<file path="src/shared/tcc_defines.svh">
// Constants of the timer capture/compare pair: map, fields, resets.
// Assumes it is included by bare name from the package and modules.
`ifndef TCC_DEFINES_SVH
`define TCC_DEFINES_SVH
`define TCC_NCH        2
`define TCC_DATA_W     16
`define TCC_ADDR_W     18
`define TCC_IDX_CCA0   16'hff12
`define TCC_IDX_CCB0   16'hff14
`define TCC_IDX_CCA1   16'hffb2
`define TCC_IDX_CCB1   16'hffb4
`define TCC_IDX_CNT0   16'hff10
`define TCC_IDX_CTL0   16'hff16
`define TCC_IDX_CNT1   16'hffb0
`define TCC_IDX_CTL1   16'hffb6
`define TCC_CCA_RST    16'h0000
`define TCC_CCB_RST    16'h0000
`define TCC_CTL_RST    16'h0000
`define TCC_CTL_MASK   16'h07ff
`define TCC_CTL_RUN    0
`define TCC_CTL_MODE_A 1
`define TCC_CTL_MODE_B 2
`define TCC_CTL_SRC_A  3
`define TCC_CTL_EDGE_A 4
`define TCC_CTL_EDGE_B 6
`define TCC_CTL_DIV    8
`define TCC_CTL_TOUT   10
`define TCC_EDGE_W     2
`define TCC_DIV_W      2
`define TCC_PRE_W      3
`define TCC_SYNC_FILL  3
`endif

</file>
<file path="src/shared/tcc_pkg.sv">
// Types shared by the capture/compare pair and its helper modules.
// Assumes tcc_defines.svh is on the include path.
`default_nettype none
`include "tcc_defines.svh"
package tcc_pkg;
  typedef enum logic [1:0] {
    TCC_EDGE_FALL = 2'h0,
    TCC_EDGE_RISE = 2'h1,
    TCC_EDGE_NONE = 2'h2,
    TCC_EDGE_BOTH = 2'h3
  } tcc_edge_type;

  typedef enum logic [2:0] {
    TCC_REG_NONE = 3'h0,
    TCC_REG_CCA  = 3'h1,
    TCC_REG_CCB  = 3'h2,
    TCC_REG_CNT  = 3'h3,
    TCC_REG_CTL  = 3'h4
  } tcc_reg_type;

  typedef struct packed {
    tcc_reg_type kind;
    logic        ch;
  } tcc_dec_type;

  typedef struct packed {
    logic                   capture_mode;
    logic                   trig;
    logic                   wr_en;
    logic [`TCC_DATA_W-1:0] wr_data;
  } tcc_cc_ctl_type;

  typedef struct packed {
    logic [`TCC_DATA_W-1:0] value;
    logic                   match;
  } tcc_cc_state_type;

  typedef struct packed {
    logic [`TCC_SYNC_FILL-1:0] fill;
    logic                      s1;
    logic                      s2;
    logic                      prev;
    logic                      valid;
    logic                      opp;
  } tcc_edge_state_type;

  typedef struct packed {
    logic [`TCC_NCH-1:0][`TCC_DATA_W-1:0] ctrl;
    logic [`TCC_NCH-1:0][`TCC_DATA_W-1:0] count;
    logic [`TCC_NCH-1:0][`TCC_PRE_W-1:0]  pre;
    logic [`TCC_NCH-1:0]                  upd;
    logic [`TCC_NCH-1:0]                  tout;
    logic [31:0]                          prdata;
    logic                                 pready;
    logic                                 pslverr;
  } tcc_top_state_type;
endpackage
`default_nettype wire

</file>
<file path="src/verilog/tcc_edge_det.sv">
// Trigger pin synchroniser and edge detector with selectable edge.
// Assumes an asynchronous pin; edges are one-cycle pulses on pclk.
`timescale 1ns/1ps
`default_nettype none
`include "tcc_defines.svh"
module tcc_edge_det (
  // Clock and reset.
  input  wire logic                  pclk,
  input  wire logic                  presetn,
  // Pin and edge choice.
  input  wire logic                  pin,
  input  wire tcc_pkg::tcc_edge_type edge_sel,
  // Edge events.
  output logic                       valid_edge,
  output logic                       opp_edge
);
  tcc_pkg::tcc_edge_state_type st_ff;
  tcc_pkg::tcc_edge_state_type nxt_st;
  logic                        rise;
  logic                        fall;

  // Edges are held off until the pipe holds real pin samples.
  always_comb begin
    nxt_st = st_ff;
    nxt_st.s1 = pin;
    nxt_st.s2 = st_ff.s1;
    nxt_st.prev = st_ff.s2;
    nxt_st.fill = {st_ff.fill[`TCC_SYNC_FILL-2:0], 1'b1};
    rise = st_ff.fill[`TCC_SYNC_FILL-1] & st_ff.s2 & ~st_ff.prev;
    fall = st_ff.fill[`TCC_SYNC_FILL-1] & ~st_ff.s2 & st_ff.prev;
    unique case (edge_sel)
      tcc_pkg::TCC_EDGE_FALL: begin
        nxt_st.valid = fall;
        nxt_st.opp = rise;
      end
      tcc_pkg::TCC_EDGE_RISE: begin
        nxt_st.valid = rise;
        nxt_st.opp = fall;
      end
      tcc_pkg::TCC_EDGE_NONE: begin
        nxt_st.valid = 1'b0;
        nxt_st.opp = 1'b0;
      end
      tcc_pkg::TCC_EDGE_BOTH: begin
        nxt_st.valid = rise | fall;
        nxt_st.opp = rise | fall;
      end
    endcase
  end

  always_ff @(posedge pclk or negedge presetn) begin
    if (!presetn) begin
      st_ff <= '0;
    end else begin
      st_ff <= nxt_st;
    end
  end

  assign valid_edge = st_ff.valid;
  assign opp_edge = st_ff.opp;
endmodule
`default_nettype wire

</file>
<file path="src/verilog/tcc_cc_unit.sv">
// One capture/compare register: compare against the count or capture it.
// Assumes count and cnt_upd come from the same clock, updated together.
`timescale 1ns/1ps
`default_nettype none
`include "tcc_defines.svh"
module tcc_cc_unit #(
  parameter logic [`TCC_DATA_W-1:0] RST_VAL = `TCC_CCA_RST
) (
  // Clock and reset.
  input  wire logic                    pclk,
  input  wire logic                    presetn,
  // Control and counter.
  input  wire tcc_pkg::tcc_cc_ctl_type ctl,
  input  wire logic [`TCC_DATA_W-1:0]  count,
  input  wire logic                    cnt_upd,
  // Register value and match pulse.
  output logic [`TCC_DATA_W-1:0]       value,
  output logic                         match
);
  tcc_pkg::tcc_cc_state_type st_ff;
  tcc_pkg::tcc_cc_state_type nxt_st;

  // A capture in the same cycle as a software write wins, so no edge is lost.
  always_comb begin
    nxt_st = st_ff;
    nxt_st.match = cnt_upd && !ctl.capture_mode
                   && st_ff.value == count;
    if (ctl.capture_mode && ctl.trig) begin
      nxt_st.value = count;
    end else if (ctl.wr_en) begin
      nxt_st.value = ctl.wr_data;
    end
  end

  always_ff @(posedge pclk or negedge presetn) begin
    if (!presetn) begin
      st_ff <= '{value: RST_VAL, match: 1'b0};
    end else begin
      st_ff <= nxt_st;
    end
  end

  assign value = st_ff.value;
  assign match = st_ff.match;
endmodule
`default_nettype wire

</file>
<file path="src/verilog/tcc_top.sv">
// Timer with a pair of capture/compare registers per channel, APB slave.
// Assumes one 10 MHz pclk; trigger pins are asynchronous to it.
//
// What this block does
// - Compare A equal to count raises match_irq_a.
// - Compare value holds until software rewrites it.
// - Compare mode ignores capture triggers entirely.
// - Capture A copies count on selected trigger.
// - A trigger: opposite pin-a edge or pin-b edge.
// - Compare B equal to count raises match_irq_b.
// - Capture B copies count on its trigger.
// - B trigger is pin-a edge, chosen edge select.
// - Matches never clear; the counter keeps counting.
// - Reading the count register returns current count.
// - Pin-b capture source disables the timer output.
// - Edge select code 11 detects both edges.
// - Register A resets to zero, 16-bit read/write.
//
// Added by the designer: the APB interface to the registers.
`timescale 1ns/1ps
`default_nettype none
`include "tcc_defines.svh"
module tcc_top (
  // Clock and reset.
  input  wire logic                   pclk,
  input  wire logic                   presetn,
  // APB slave.
  input  wire logic                   psel,
  input  wire logic                   penable,
  input  wire logic                   pwrite,
  input  wire logic [`TCC_ADDR_W-1:0] paddr,
  input  wire logic [31:0]            pwdata,
  output logic [31:0]                 prdata,
  output logic                        pready,
  output logic                        pslverr,
  // Trigger pins, one per channel.
  input  wire logic [`TCC_NCH-1:0]    trigger_pin_a,
  input  wire logic [`TCC_NCH-1:0]    trigger_pin_b,
  // Match requests and timer outputs.
  output logic [`TCC_NCH-1:0]         match_irq_a,
  output logic [`TCC_NCH-1:0]         match_irq_b,
  output logic [`TCC_NCH-1:0]         timer_output_pin
);

  ////////////////////////////////////////////////////////////////////////////
  // State and internal nets.

  tcc_pkg::tcc_top_state_type                       st_ff;
  tcc_pkg::tcc_top_state_type                       nxt_st;
  tcc_pkg::tcc_dec_type                             dec;
  tcc_pkg::tcc_cc_ctl_type [`TCC_NCH-1:0]           cca_ctl;
  tcc_pkg::tcc_cc_ctl_type [`TCC_NCH-1:0]           ccb_ctl;
  logic [`TCC_NCH-1:0][`TCC_DATA_W-1:0]             cca_val;
  logic [`TCC_NCH-1:0][`TCC_DATA_W-1:0]             ccb_val;
  logic [`TCC_NCH-1:0][`TCC_PRE_W-1:0]              pre_lim;
  logic [`TCC_NCH-1:0]                              match_a;
  logic [`TCC_NCH-1:0]                              match_b;
  logic [`TCC_NCH-1:0]                              valid_a;
  logic [`TCC_NCH-1:0]                              opp_a;
  logic [`TCC_NCH-1:0]                              valid_b;
  logic [`TCC_NCH-1:0]                              trig_a;
  logic [`TCC_NCH-1:0]                              trig_b;
  logic [`TCC_NCH-1:0]                              tout_block;
  logic [`TCC_DATA_W-1:0]                           rd_data;
  logic                                             setup;
  logic                                             acc_wr;

  ////////////////////////////////////////////////////////////////////////////
  // Address decode and prescaler limits.

  // Misaligned or unknown addresses decode to nothing and answer an error.
  function automatic tcc_pkg::tcc_dec_type tcc_decode(
    input logic [`TCC_ADDR_W-1:0] addr
  );
    tcc_pkg::tcc_dec_type d;
    d.kind = tcc_pkg::TCC_REG_NONE;
    d.ch = 1'b0;
    if (addr[1:0] == 2'h0) begin
      case (addr[`TCC_ADDR_W-1:2])
        `TCC_IDX_CCA0: begin
          d.kind = tcc_pkg::TCC_REG_CCA;
        end
        `TCC_IDX_CCB0: begin
          d.kind = tcc_pkg::TCC_REG_CCB;
        end
        `TCC_IDX_CNT0: begin
          d.kind = tcc_pkg::TCC_REG_CNT;
        end
        `TCC_IDX_CTL0: begin
          d.kind = tcc_pkg::TCC_REG_CTL;
        end
        `TCC_IDX_CCA1: begin
          d.kind = tcc_pkg::TCC_REG_CCA;
          d.ch = 1'b1;
        end
        `TCC_IDX_CCB1: begin
          d.kind = tcc_pkg::TCC_REG_CCB;
          d.ch = 1'b1;
        end
        `TCC_IDX_CNT1: begin
          d.kind = tcc_pkg::TCC_REG_CNT;
          d.ch = 1'b1;
        end
        `TCC_IDX_CTL1: begin
          d.kind = tcc_pkg::TCC_REG_CTL;
          d.ch = 1'b1;
        end
        default: begin
          d.kind = tcc_pkg::TCC_REG_NONE;
        end
      endcase
    end
    return d;
  endfunction

  // The counter advances once every 1, 2, 4 or 8 clocks.
  function automatic logic [`TCC_PRE_W-1:0] tcc_pre_limit(
    input logic [`TCC_DIV_W-1:0] div
  );
    logic [`TCC_PRE_W-1:0] lim;
    lim = '0;
    case (div)
      2'h0: lim = 3'h0;
      2'h1: lim = 3'h1;
      2'h2: lim = 3'h3;
      default: lim = 3'h7;
    endcase
    return lim;
  endfunction

  assign dec = tcc_decode(paddr);
  assign setup = psel && !penable;
  assign acc_wr = psel && penable && st_ff.pready && pwrite;

  ////////////////////////////////////////////////////////////////////////////
  // Read multiplexer.

  always_comb begin
    rd_data = '0;
    case (dec.kind)
      tcc_pkg::TCC_REG_CCA: rd_data = cca_val[dec.ch];
      tcc_pkg::TCC_REG_CCB: rd_data = ccb_val[dec.ch];
      tcc_pkg::TCC_REG_CNT: rd_data = st_ff.count[dec.ch];
      tcc_pkg::TCC_REG_CTL: rd_data = st_ff.ctrl[dec.ch] & `TCC_CTL_MASK;
      default: rd_data = '0;
    endcase
  end

  ////////////////////////////////////////////////////////////////////////////
  // Channel slices: pin edges, trigger routing, register pair.

  for (genvar g = 0; g < `TCC_NCH; g++) begin : g_ch
    assign pre_lim[g] = tcc_pre_limit(
      st_ff.ctrl[g][`TCC_CTL_DIV +: `TCC_DIV_W]);

    tcc_edge_det u_pin_a (
      .pclk       (pclk),
      .presetn    (presetn),
      .pin        (trigger_pin_a[g]),
      .edge_sel   (tcc_pkg::tcc_edge_type'(
                     st_ff.ctrl[g][`TCC_CTL_EDGE_A +: `TCC_EDGE_W])),
      .valid_edge (valid_a[g]),
      .opp_edge   (opp_a[g])
    );

    tcc_edge_det u_pin_b (
      .pclk       (pclk),
      .presetn    (presetn),
      .pin        (trigger_pin_b[g]),
      .edge_sel   (tcc_pkg::tcc_edge_type'(
                     st_ff.ctrl[g][`TCC_CTL_EDGE_B +: `TCC_EDGE_W])),
      .valid_edge (valid_b[g]),
      .opp_edge   ()
    );

    assign trig_a[g] = st_ff.ctrl[g][`TCC_CTL_SRC_A] ? valid_b[g]
                                                      : opp_a[g];
    assign trig_b[g] = valid_a[g];
    assign tout_block[g] = st_ff.ctrl[g][`TCC_CTL_MODE_A]
                           && st_ff.ctrl[g][`TCC_CTL_SRC_A];

    assign cca_ctl[g] = '{
      capture_mode: st_ff.ctrl[g][`TCC_CTL_MODE_A],
      trig:         trig_a[g],
      wr_en:        acc_wr && dec.kind == tcc_pkg::TCC_REG_CCA
                    && dec.ch == 1'(g),
      wr_data:      pwdata[`TCC_DATA_W-1:0]
    };
    assign ccb_ctl[g] = '{
      capture_mode: st_ff.ctrl[g][`TCC_CTL_MODE_B],
      trig:         trig_b[g],
      wr_en:        acc_wr && dec.kind == tcc_pkg::TCC_REG_CCB
                    && dec.ch == 1'(g),
      wr_data:      pwdata[`TCC_DATA_W-1:0]
    };

    tcc_cc_unit #(
      .RST_VAL (`TCC_CCA_RST)
    ) u_cca (
      .pclk    (pclk),
      .presetn (presetn),
      .ctl     (cca_ctl[g]),
      .count   (st_ff.count[g]),
      .cnt_upd (st_ff.upd[g]),
      .value   (cca_val[g]),
      .match   (match_a[g])
    );

    tcc_cc_unit #(
      .RST_VAL (`TCC_CCB_RST)
    ) u_ccb (
      .pclk    (pclk),
      .presetn (presetn),
      .ctl     (ccb_ctl[g]),
      .count   (st_ff.count[g]),
      .cnt_upd (st_ff.upd[g]),
      .value   (ccb_val[g]),
      .match   (match_b[g])
    );
  end

  ////////////////////////////////////////////////////////////////////////////
  // Counter, timer output, control registers and APB answer.

  always_comb begin
    nxt_st = st_ff;
    nxt_st.pready = 1'b0;
    nxt_st.pslverr = 1'b0;
    for (int n = 0; n < `TCC_NCH; n++) begin
      nxt_st.upd[n] = 1'b0;
      // A match leaves the count alone; it simply wraps at the top.
      // The >= test keeps a lowered divider from stalling the prescaler.
      if (st_ff.ctrl[n][`TCC_CTL_RUN]) begin
        if (st_ff.pre[n] >= pre_lim[n]) begin
          nxt_st.pre[n] = '0;
          nxt_st.count[n] = 16'(st_ff.count[n] + 16'h0001);
          nxt_st.upd[n] = 1'b1;
        end else begin
          nxt_st.pre[n] = 3'(st_ff.pre[n] + 3'h1);
        end
      end else begin
        nxt_st.pre[n] = '0;
      end
      // The output toggles on each A match; pin-b capture takes it away.
      if (tout_block[n] || !st_ff.ctrl[n][`TCC_CTL_TOUT]) begin
        nxt_st.tout[n] = 1'b0;
      end else if (match_a[n]) begin
        nxt_st.tout[n] = !st_ff.tout[n];
      end
      if (acc_wr && dec.kind == tcc_pkg::TCC_REG_CTL
          && dec.ch == 1'(n)) begin
        nxt_st.ctrl[n] = pwdata[`TCC_DATA_W-1:0] & `TCC_CTL_MASK;
      end
    end
    // Read data is sampled in the setup cycle and shown in the access one.
    if (setup) begin
      nxt_st.pready = 1'b1;
      nxt_st.pslverr = dec.kind == tcc_pkg::TCC_REG_NONE;
      nxt_st.prdata = pwrite ? 32'h0000_0000 : {16'h0000, rd_data};
    end
  end

  always_ff @(posedge pclk or negedge presetn) begin
    if (!presetn) begin
      st_ff <= '{ctrl: {`TCC_NCH{`TCC_CTL_RST}}, default: '0};
    end else begin
      st_ff <= nxt_st;
    end
  end

  assign prdata = st_ff.prdata;
  assign pready = st_ff.pready;
  assign pslverr = st_ff.pslverr;
  assign match_irq_a = match_a;
  assign match_irq_b = match_b;
  assign timer_output_pin = st_ff.tout;

  for (genvar g = 0; g < `TCC_NCH; g++) begin : g_chk

  end
endmodule
`default_nettype wire

</file>
<file path="config.mk">
export PLATFORM = sky130hd
export DESIGN_NAME = tcc_top
export DESIGN_NICKNAME = d
export VERILOG_FILES = /design/src/shared/tcc_pkg.sv /design/src/verilog/tcc_edge_det.sv /design/src/verilog/tcc_cc_unit.sv /design/src/verilog/tcc_top.sv
export VERILOG_INCLUDE_DIRS = /design/src /design/src/shared
export SDC_FILE = /design/constraint.sdc
export NUM_CORES = 1
export LEC_CHECK = 0
export BUFFER_PORTS_ARGS = -buffer_cell sky130_fd_sc_hd__buf_2
export CAP_MARGIN = 40
export CORE_MARGIN = 2
export CORE_UTILIZATION = 60
export DETAILED_ROUTE_END_ITERATION = 8
export PLACE_DENSITY = 0.84
export SLEW_MARGIN = 20
export SYNTH_ARGS = -nofsm -noshare
export SYNTH_HDL_FRONTEND = slang
export SYNTH_SLANG_ARGS = --single-unit
export TNS_END_PERCENT = 50
</file>
<file path="constraint.sdc">
create_clock -name pclk -period 3 [get_ports pclk]
set_input_delay 0.3 -clock pclk [delete_from_list [all_inputs] [get_ports pclk]]
set_output_delay 0.3 -clock pclk [all_outputs]
set_load 0.05 [all_outputs]
</file>
# After elaboration in Yosys (flattened, before gate mapping)
# Cells that the tools add are included.
# totals
ff_bits	180
in_bits	59
output_inout_bits	40
word_cells	211
# classes
add_sub_neg	4
n_lt_le_gt_ge	3
n_eq_ne	32
mux	42
n_bitwise	29
reduce_logical	59
# op_table
cell	count
$mux W16	15
$eq A16 B16 Y1 const B	8
$eq A16 B16 Y1	4
$pmux W16 S4	1
$add A16 B1 Y16 const B	2
$pmux W2 S4	4
$logic_and A1 B1 Y1	27
$mux W11	2
$eq A2 B2 Y1 const B	10
$pmux W3 S3	2
$and A1 B1 Y1	16
$logic_not A2 Y1	7
$eq A2 B1 Y1 const B	6
$mux W3	4
$pmux W3 S4	1
$reduce_bool A2 Y1	6
$mux W1	11
$logic_not A1 Y1	9
$not A1 Y1	9
$reduce_or A2 Y1	4
$add A3 B1 Y3 const B	2
$eq A3 B2 Y1 const B	2
$ge A3 B3 Y1	2
$mux W4	1
other kinds (9)	14

# Longest topological paths before layout
# Gate-level depths: netlist of the first run.
# depth
word_depth	9
mapped_depth	8

# Cells and area by module
# From an unflattened synthesis of the first run, not the netlist that was laid out.
# unflattened
hier_cells	878
hier_area_um2	9721.8
# modules_own_cells
mod	n_inst	cells_each	area_per_inst_um2
tcc_top	1	430	4817.1
tcc_cc_unit	4	94	953.4
tcc_edge_det	4	18	272.8

# Worst setup path before layout of the first run
# Ideal clock, no wire load.
# synth_path
kind	input port to flip-flop
startpoint	in paddr[2]
endpoint	reg st_ff, in the netlist prdata[7]
setup_time_ps	124
arrival_ps	2366
t_required_ps	2876
slack_ps	510
path_stages	7
path_buffers	2
path_cell_list	or4b_4 -> buf_6 -> nor4_4 -> buf_6 -> mux4_1 -> nand2_1 -> nand3_1
# synth_via
elab_chain_cells	8
elab_cells_between_ends	30
classes_between	eq/ne (12); mux (13); reduce/logical (5)
# synth_rtl
item	line	source
start: declaration	tcc_top.sv:31	input wire logic [`TCC_ADDR_W-1:0] paddr,
parallel branches: the longest is 3 deep, another holds $eq A16 B16 Y1	--	
$mux W4 *	tcc_top.sv:78	if (addr[1:0] == 2'h0) begin
$mux W11 (not written as such) (tied with other cells) (2 in a row)	tcc_top.sv:144	tcc_pkg::TCC_REG_CTL: rd_data = st_ff.ctrl[dec.ch] & `TCC_CTL_MASK;
$pmux W16 S4 *	tcc_top.sv:140	case (dec.kind)
$mux W16 *	tcc_top.sv:259	nxt_st.prdata = pwrite ? 32'h0000_0000 : {16'h0000, rd_data};
end signal: assignment	tcc_top.sv:267	st_ff <= nxt_st;
end: declaration	tcc_top.sv:48	tcc_pkg::tcc_top_state_type st_ff;
# Mark *: on every way between the ends. The select of a mux whose other input is x is not followed.
# A chain may end at the register's enable or synchronous reset.

# Worst setup path in the final report of the first run
# layout_path
startpoint	reg st_ff[101] in the netlist's numbering
endpoint	reg st_ff[61] in the netlist's numbering
# layout_via
elab_chain_cells	4
elab_cells_between_ends	6
classes_between	order compare (1); eq/ne (2); mux (1); reduce/logical (2)
# layout_rtl
item	line	source
$eq A2 B2 Y1 (tied with other cells)	tcc_top.sv:122	case (div)
$pmux W3 S3 *	tcc_top.sv:122	
$ge A3 B3 Y1 *	tcc_top.sv:234	if (st_ff.pre[n] >= pre_lim[n]) begin
$reduce_and A2 Y1 (no line) *	--	
# Every way passes the cells marked *; elsewhere a longest branch is shown, timed or not.

==> results.sh, run 1 <==
export IMPL_hold_viol_final=0
export IMPL_layout_nets=968
export IMPL_drive_gt1_frac=0.250
export IMPL_cp_start_kind="flop"
export IMPL_synth_most_common_cell="dfrtp_1"
export IMPL_r2r_end="st_ff[61]"
export IMPL_ctsResizeCount=0
export IMPL_cts_root_buf="clkbuf_16"
export IMPL_gr_usage_met1=0.393
export IMPL_grt_overflow=0
export IMPL_path_class="reg2reg"
export IMPL_path_max_fanout=16
export IMPL_synth_top_flop_cell="dfrtp_1"
export IMPL_clk_latency_ps=440
export IMPL_status="finished clean"
export IMPL_p_int_mw=3.70
export IMPL_h_tree_depth=4
export IMPL_die_w_um=131
export IMPL_min_to="g_ch[1].u_ccb.value[14]"
export IMPL_grt_usage=0.298
export IMPL_drt_total_wl_um=24500
export IMPL_path_clk_slew_ps=70
export IMPL_cts_sinks=171
export IMPL_yosysWarnings=0
export IMPL_period_share=0.781
export IMPL_rr_worst_depth=7
export IMPL_p_comb_frac=0.044
export IMPL_vdd_drop_max_mv=0.384
export IMPL_portBuffers=66
export IMPL_drt_iter0_drc=590
export IMPL_num_rows=46
export IMPL_nFillCells=1136
export IMPL_yosysTopAreaCellShare=0.441
export IMPL_finalWeightedCongestion=0.946
export IMPL_synth_top_area_cell="dfrtp_1"
export IMPL_hpwl_um=17100
export IMPL_fin_worst_hold_slack_ps=174
export IMPL_syn_to_final_growth_pct=9.86
export IMPL_ant_nets=0
export IMPL_numCtsBuffers=17
export IMPL_max_cap_violations=0
export IMPL_endpoint_kind="flop"
export IMPL_min_path_type="in2reg"
export IMPL_rrSetupSlack_ps=660
export IMPL_grt_antenna_before_repair=0
export IMPL_min_delay_start="pwdata[14]"
export IMPL_ios=99
export IMPL_switchingPower_mw=1.15
export IMPL_synth_seq_cells=171
export IMPL_gr_usage_met3=0.0637
export IMPL_async_flop_share=1.00
export IMPL_syn_cell_area_um2=9700
export IMPL_power_density_nw_per_um2=455
export IMPL_tns_ps=0
export IMPL_power_leakage_nw=5.30
export IMPL_die_height_um=131
export IMPL_grt_pass1_vias=7097
export IMPL_vias=6959
export IMPL_diodes=0
export IMPL_relSlewSlack=0.421
export IMPL_rsz0062_at_grt="no"
export IMPL_busiest_layer="met2"
export IMPL_synth_edf_count=0
export IMPL_netSwitchingFraction=0.237
export IMPL_via_per_inst=6.17
export IMPL_drc=0
export IMPL_netlist_instances=876
export IMPL_avgSynthCellArea_um2=11.1
export IMPL_max_freq_mhz=427
export IMPL_max_slew_worst_pin_slew_ps=866
export IMPL_cp_arrival_ps=2660
export IMPL_start_util=0.613
export IMPL_setup_viol=0
export IMPL_required_ps=3320
export IMPL_grt_pass1_wl_um=39400
export IMPL_cts_path_max_buffers=2
export IMPL_ys_top_cells_by_count="dfrtp_1 (171), mux2_2 (80), mux2i_1 (58)"
export IMPL_netlist_cell_type_count=47
export IMPL_grt_max_degree=76
export IMPL_post_drt_wl_per_cell_um=21.8
export IMPL_cts_tree="done"
export IMPL_die_area_um2=17200
export IMPL_seq_area_frac_synth=0.441
export IMPL_core_area_um2=15800
export IMPL_seqPwrFrac=0.480
export IMPL_drt_first_pass_iters=4
export IMPL_power_share_clock=0.477
export IMPL_slew_viol_final=0
export IMPL_fin_crit_ps=2340
export IMPL_yosys_top_cells_area="dfrtp_1 (44%), mux2_2 (9.3%), mux2i_1 (6.0%)"
export IMPL_worstHoldPathCells=2
export IMPL_grtUsageMet2=0.472
export IMPL_reg2reg_from="st_ff[101]"
export IMPL_skew_ps=7.28
-- stage by stage --
step                 util  cells  setup slack (ps)  cell area, um^2  power [mW]
detailed placement  0.632   1091               386            10000        2.58
global placement    0.632   1090               425            10000        2.57
global route        0.674   1127               537            10700        4.99
CTS                 0.674   1127               652            10700        4.86
finish              0.674   1127               658            10700        4.85
floorplan               -    891               510             9760        2.47
-- per-layer routing --
metal | part of all wire | vias to the layer above
li1 | - | 3081
met5 | 0 | -
met3 | 0.086 | 78
met4 | 0.041 | 0
met1 | 0.40 | 3453
met2 | 0.47 | 347
-- worst max-delay path by stage --
stage	start	endpoint	slack, ps	cells past startpoint
after floorplan	paddr[2]	prdata[7]	510	7
after global placement	paddr[2]	g_ch[0].u_ccb.value[15]	420	6
after detailed placement	paddr[2]	g_ch[0].u_ccb.value[13]	390	6
after CTS	st_ff[101]	st_ff[61]	650	7
after global routing	st_ff[101]	st_ff[61]	540	7
final	st_ff[101]	st_ff[61]	660	7
-- registers in the layout, summed over array words and instances (netlist names), 2 cells and up --
register and flops:
g_ch.u_ccb.value 32, g_ch.u_pin_b.nxt_st 6, g_ch.u_pin_a.nxt_st 4, g_ch.u_pin_a.valid_edge 2, ccb_ctl 2, timer_output_pin 2, g_ch.u_pin_a.st_ff 3, g_ch.u_pin_a.opp_edge 2
g_ch.u_cca.match 2, prdata 16, g_ch.u_pin_b.valid_edge 2, g_ch.u_ccb.match 2, cca_ctl 2, g_ch.u_cca.value 32, g_ch.u_pin_b.st_ff 2, st_ff 58
-- cell type report --
cell class,instances,area [um^2],area share
multi-input cells,605,4870,0.457
clock inverters,14,181,0.0170
well taps,216,270,0.0253
clock buffers,17,425,0.0399
flip-flops and latches,171,4280,0.401
repair buffers,95,604,0.0567
inverters,9,33.8,0.00317
-- power groups by stage --
stage	Combinational (mW)	Clock (mW)	Sequential (mW)
final	0.211	2.31	2.33
after global routing	0.230	2.43	2.33
after CTS	0.212	2.32	2.33
after detailed placement	0.207	0	2.37
after global placement	0.203	0	2.37
after floorplan	0.101	0	2.37
-- cell usage in the layout (no fill, tap or decap), types with 8 or more instances in the layout --
cell / synthesis / layout
inv_6: 0 / 9
a21oi_1: 46 / 46
mux2_4: 10 / 10
mux4_1: 11 / 11
xnor2_1: 51 / 51
and3_1: 10 / 10
conb_1: 2 / 17
nand3_1: 25 / 25
nor2_1: 44 / 44
a2111o_1: 11 / 11
inv_1: 9 / 9
xor2_1: 52 / 52
nand3b_1: 8 / 8
ha_1: 10 / 10
mux2i_1: 58 / 58
dfrtp_1: 171 / 171
nand4_1: 31 / 31
buf_2: 8 / 65
mux2_2: 80 / 80
nor3_1: 15 / 15
nor4_1: 12 / 12
and2_1: 11 / 11
o21ai_0: 11 / 10
nand2_1: 46 / 46
clkbuf_16: 0 / 17
buf_4: 38 / 21
-- critical path, stage by stage, from the launching register on --
cell and delay (ps):
dfrtp_1 430, or2_2 310, ha_1 260, nand2b_1 140
a21o_1 170, a21o_1 350, nand2_1 210, mux2_2 350
-- repair_timing --
item | CTS | global route
hold buffers | 5 | 0
setup buffers | 0 | 0
hold endpoints to repair | 77 | 0
-- logic make-up (layout without fill, tap and decap cells) --
| kind of cell | Yosys count | in the layout | share of synthesized area |
|---|---|---|---|
| and+or+nand+nor | 232 | 232 | 0.133 |
| DFF | 171 | 171 | 0.441 |
| muxes | 164 | 164 | 0.204 |
| buffers and inverters | 115 | 135 | 0.0633 |
| xor gates and xnor gates | 103 | 103 | 0.0930 |
| AOI/OAI and AO/OA | 79 | 79 | 0.0526 |
| adders and majority gates | 10 | 10 | 0.0129 |
| other | 2 | 17 | 0.000774 |
Note: power is estimated with default switching activity, not from simulation.
==> run 2: changes to the inputs <==
Settings changed: ABC_AREA set to 1.
Clock period 3 ns to 2.2 ns, I/O delays scaled along.
==> run 2 against run 1 <==
Combinational power rose by 59%. Critical endpoint is now st_ff[48]. Wire length is 22% higher. Largest power group unchanged. Fmax rose by 12%. Core utilization up 0.10 points. Worst hold slack got worse by 47 ps. Largest cell class unchanged.
==> results.sh, run 2 <==
export IMPL_period_share=0.947
export IMPL_drive_gt1_frac=0.137
export IMPL_seq_area_frac_synth=0.430
export IMPL_min_delay_start="pwdata[4]"
export IMPL_die_height_um=133
export IMPL_cts_path_max_buffers=2
export IMPL_yosysTopAreaCellShare=0.430
export IMPL_ant_nets=0
export IMPL_power_density_nw_per_um2=597
export IMPL_rr_worst_depth=11
export IMPL_yosys_top_cells_area="dfrtp_1 (43%), nand2_1 (17%), o21ai_0 (5.6%)"
export IMPL_final_cell_area_um2=11100
export IMPL_r2r_end="st_ff[48]"
export IMPL_clk_latency_ps=440
export IMPL_power_mw=6.61
export IMPL_post_drt_wl_per_cell_um=18.7
export IMPL_grt_overflow=0
export IMPL_drc=0
export IMPL_fin_worst_hold_slack_ps=127
export IMPL_core_area_um2=16400
export IMPL_skew_ps=11.2
export IMPL_drt_first_pass_iters=5
export IMPL_path_max_fanout=4
export IMPL_layout_nets=1438
export IMPL_setup_viol=0
export IMPL_final_common_cell="nand2_1"
export IMPL_syn_cell_area_um2=9950
export IMPL_cts_root_buf="clkbuf_16"
export IMPL_path_clk_slew_ps=80
export IMPL_cp_num_buf_inv=2
export IMPL_cts_tree="done"
export IMPL_vias=9343
export IMPL_max_freq_mhz=480
export IMPL_drt_total_wl_um=30000
export IMPL_yosysWarnings=0
export IMPL_synth_edf_count=0
export IMPL_diodes=0
export IMPL_netlist_instances=1317
export IMPL_grt_antenna_before_repair=0
export IMPL_grt_pass1_vias=8568
export IMPL_fin_crit_ps=2080
export IMPL_tns_ps=0
export IMPL_cts_setup_buffers=0
export IMPL_path_delay_family="simple AND/OR/NAND/NOR gates"
export IMPL_grt_pass1_wl_um=47000
export IMPL_via_per_inst=5.83
export IMPL_netlist_cell_type_count=41
export IMPL_crit_slowest_cell="dfrtp_1"
export IMPL_hold_viol_final=0
export IMPL_slew_viol_final=0
export IMPL_min_to="st_ff[80]"
export IMPL_endpoint_kind="flop"
export IMPL_ys_top_cells_by_count="nand2_1 (448), dfrtp_1 (171), inv_1 (126)"
export IMPL_num_rows=47
export IMPL_path_class="reg2reg"
export IMPL_finalWeightedCongestion=0.954
export IMPL_status="finished clean"
export IMPL_rsz0062_at_grt="yes"
export IMPL_required_ps=2520
export IMPL_async_flop_share=1.00
export IMPL_synth_top_flop_cell="dfrtp_1"
export IMPL_postLayoutCoreUtil=0.675
export IMPL_relSlewSlack=0.624
export IMPL_pre_cts_ws_ps=0.901
export IMPL_cp_arrival_ps=2400
export IMPL_crit_chain="or2_2 -> ha_1 -> inv_1 -> nand2_1 -> a21oi_1 -> o21bai_1 -> nand2_2 -> buf_4 -> nor2_1 -> nand2_1 -> xor2_1"
export IMPL_die_w_um=133
export IMPL_min_path_type="in2reg"
export IMPL_worst_slack_ps=116
export IMPL_reg2reg_from="st_ff[85]"
export IMPL_largest_reg_flops=58
export IMPL_die_area_um2=17600
export IMPL_max_cap_violations=0
export IMPL_final_cell_mix="nand2_1 (446), dfrtp_1 (171), inv_1 (126)"
export IMPL_placed_cells=1563
export IMPL_grt_max_degree=83
export IMPL_worstHoldPathCells=3
export IMPL_drt_iter0_drc=1272
export IMPL_regMostFlops="st_ff"
export IMPL_synth_top_area_cell="dfrtp_1"
export IMPL_numCtsBuffers=17
export IMPL_h_tree_depth=4
export IMPL_max_slew_worst_pin_slew_ps=564
export IMPL_rrSetupSlack_ps=120
export IMPL_grt_usage=0.350
export IMPL_power_leakage_nw=5.31
export IMPL_portBuffers=66
export IMPL_avgSynthCellArea_um2=7.55
export IMPL_ios=99
export IMPL_hpwl_um=21900
export IMPL_path_common_cell="nand2_1"
export IMPL_vdd_drop_max_mv=0.598
export IMPL_synth_most_common_cell="nand2_1"
export IMPL_synth_seq_cells=171
export IMPL_nFillCells=1370
export IMPL_crit_path_max_incr_delay_ps=380
export IMPL_syn_to_final_growth_pct=11.3
export IMPL_fin_cells=1602
export IMPL_cp_start_kind="flop"
export IMPL_start_util=0.606
export IMPL_postPlaceCellArea_um2=10400
export IMPL_cts_sinks=171
-- run 2: cell types whose count changed in the layout (fill, tap and decap cells not counted), sizes merged, moves of 47 or more --
cell | before | now
nand2 | 46 | 459
o21ai | 11 | 172
inv | 18 | 142
mux2 | 95 | 0
mux2i | 58 | 0
xnor2 | 51 | 4
-- run 2: repair_timing --
| action | in CTS | in global routing |
|---|---|---|
| hold buffers | 7 | 0 |
| gates resized for setup | 2 | 8 |
| pin swaps | 0 | 1 |
| hold endpoints to repair | 57 | 0 |
| setup endpoints to repair | 2 | 13 |
-- run 2: layer usage --
metal	vias to the layer above	track usage	share of wire
met5	-	0	0
met3	96	0.0690	0.095
met1	4385	0.486	0.41
met4	0	0.179	0.052
met2	535	0.523	0.45
li1	4327	-	-
-- run 2: power by group --
group | internal [mW] | switching (mW) | total (mW)
Combinational | 0.0883 | 0.248 | 0.336
Clock | 1.63 | 1.47 | 3.10
Sequential | 3.16 | 0.0117 | 3.17
Total | 4.88 | 1.73 | 6.61
-- run 2: layout make-up --
class / instances / area (um^2) / share of cell area
multi-input combinational: 934 / 4660 / 0.421
tap: 220 / 275 / 0.0249
clock buffer: 17 / 425 / 0.0384
timing repair buffer: 111 / 754 / 0.0682
clock inverter: 15 / 174 / 0.0157
sequential: 171 / 4280 / 0.387
inverter: 134 / 504 / 0.0456
-- run 2: worst max path at each step --
stage	to	cells after the start	slack [ps]	startpoint
after floorplan	st_ff[54]	13	180	st_ff[85]
after global placement	st_ff[62]	12	80	st_ff[101]
after detailed placement	st_ff[62]	12	0.9	st_ff[101]
after CTS	st_ff[54]	13	30	st_ff[85]
after global routing	st_ff[54]	13	-20	st_ff[85]
final	st_ff[48]	11	120	st_ff[85]
-- run 2: kinds of logic after synthesis --
group / synth area share
adder cells (fa/ha/maj): 0.0126
flip-flops: 0.430
AND/OR/NAND/NOR: 0.264
buffers and inverters: 0.110
AO/OA/AOI/OAI: 0.143
XOR/XNOR: 0.0396
other: 0.000755
-- run 2: tightest hold or removal path: cells and delay by family --
kind / cells / cell delay, ps
buffers and inverters: 2 / 240
AO/OA/AOI/OAI: 1 / 60
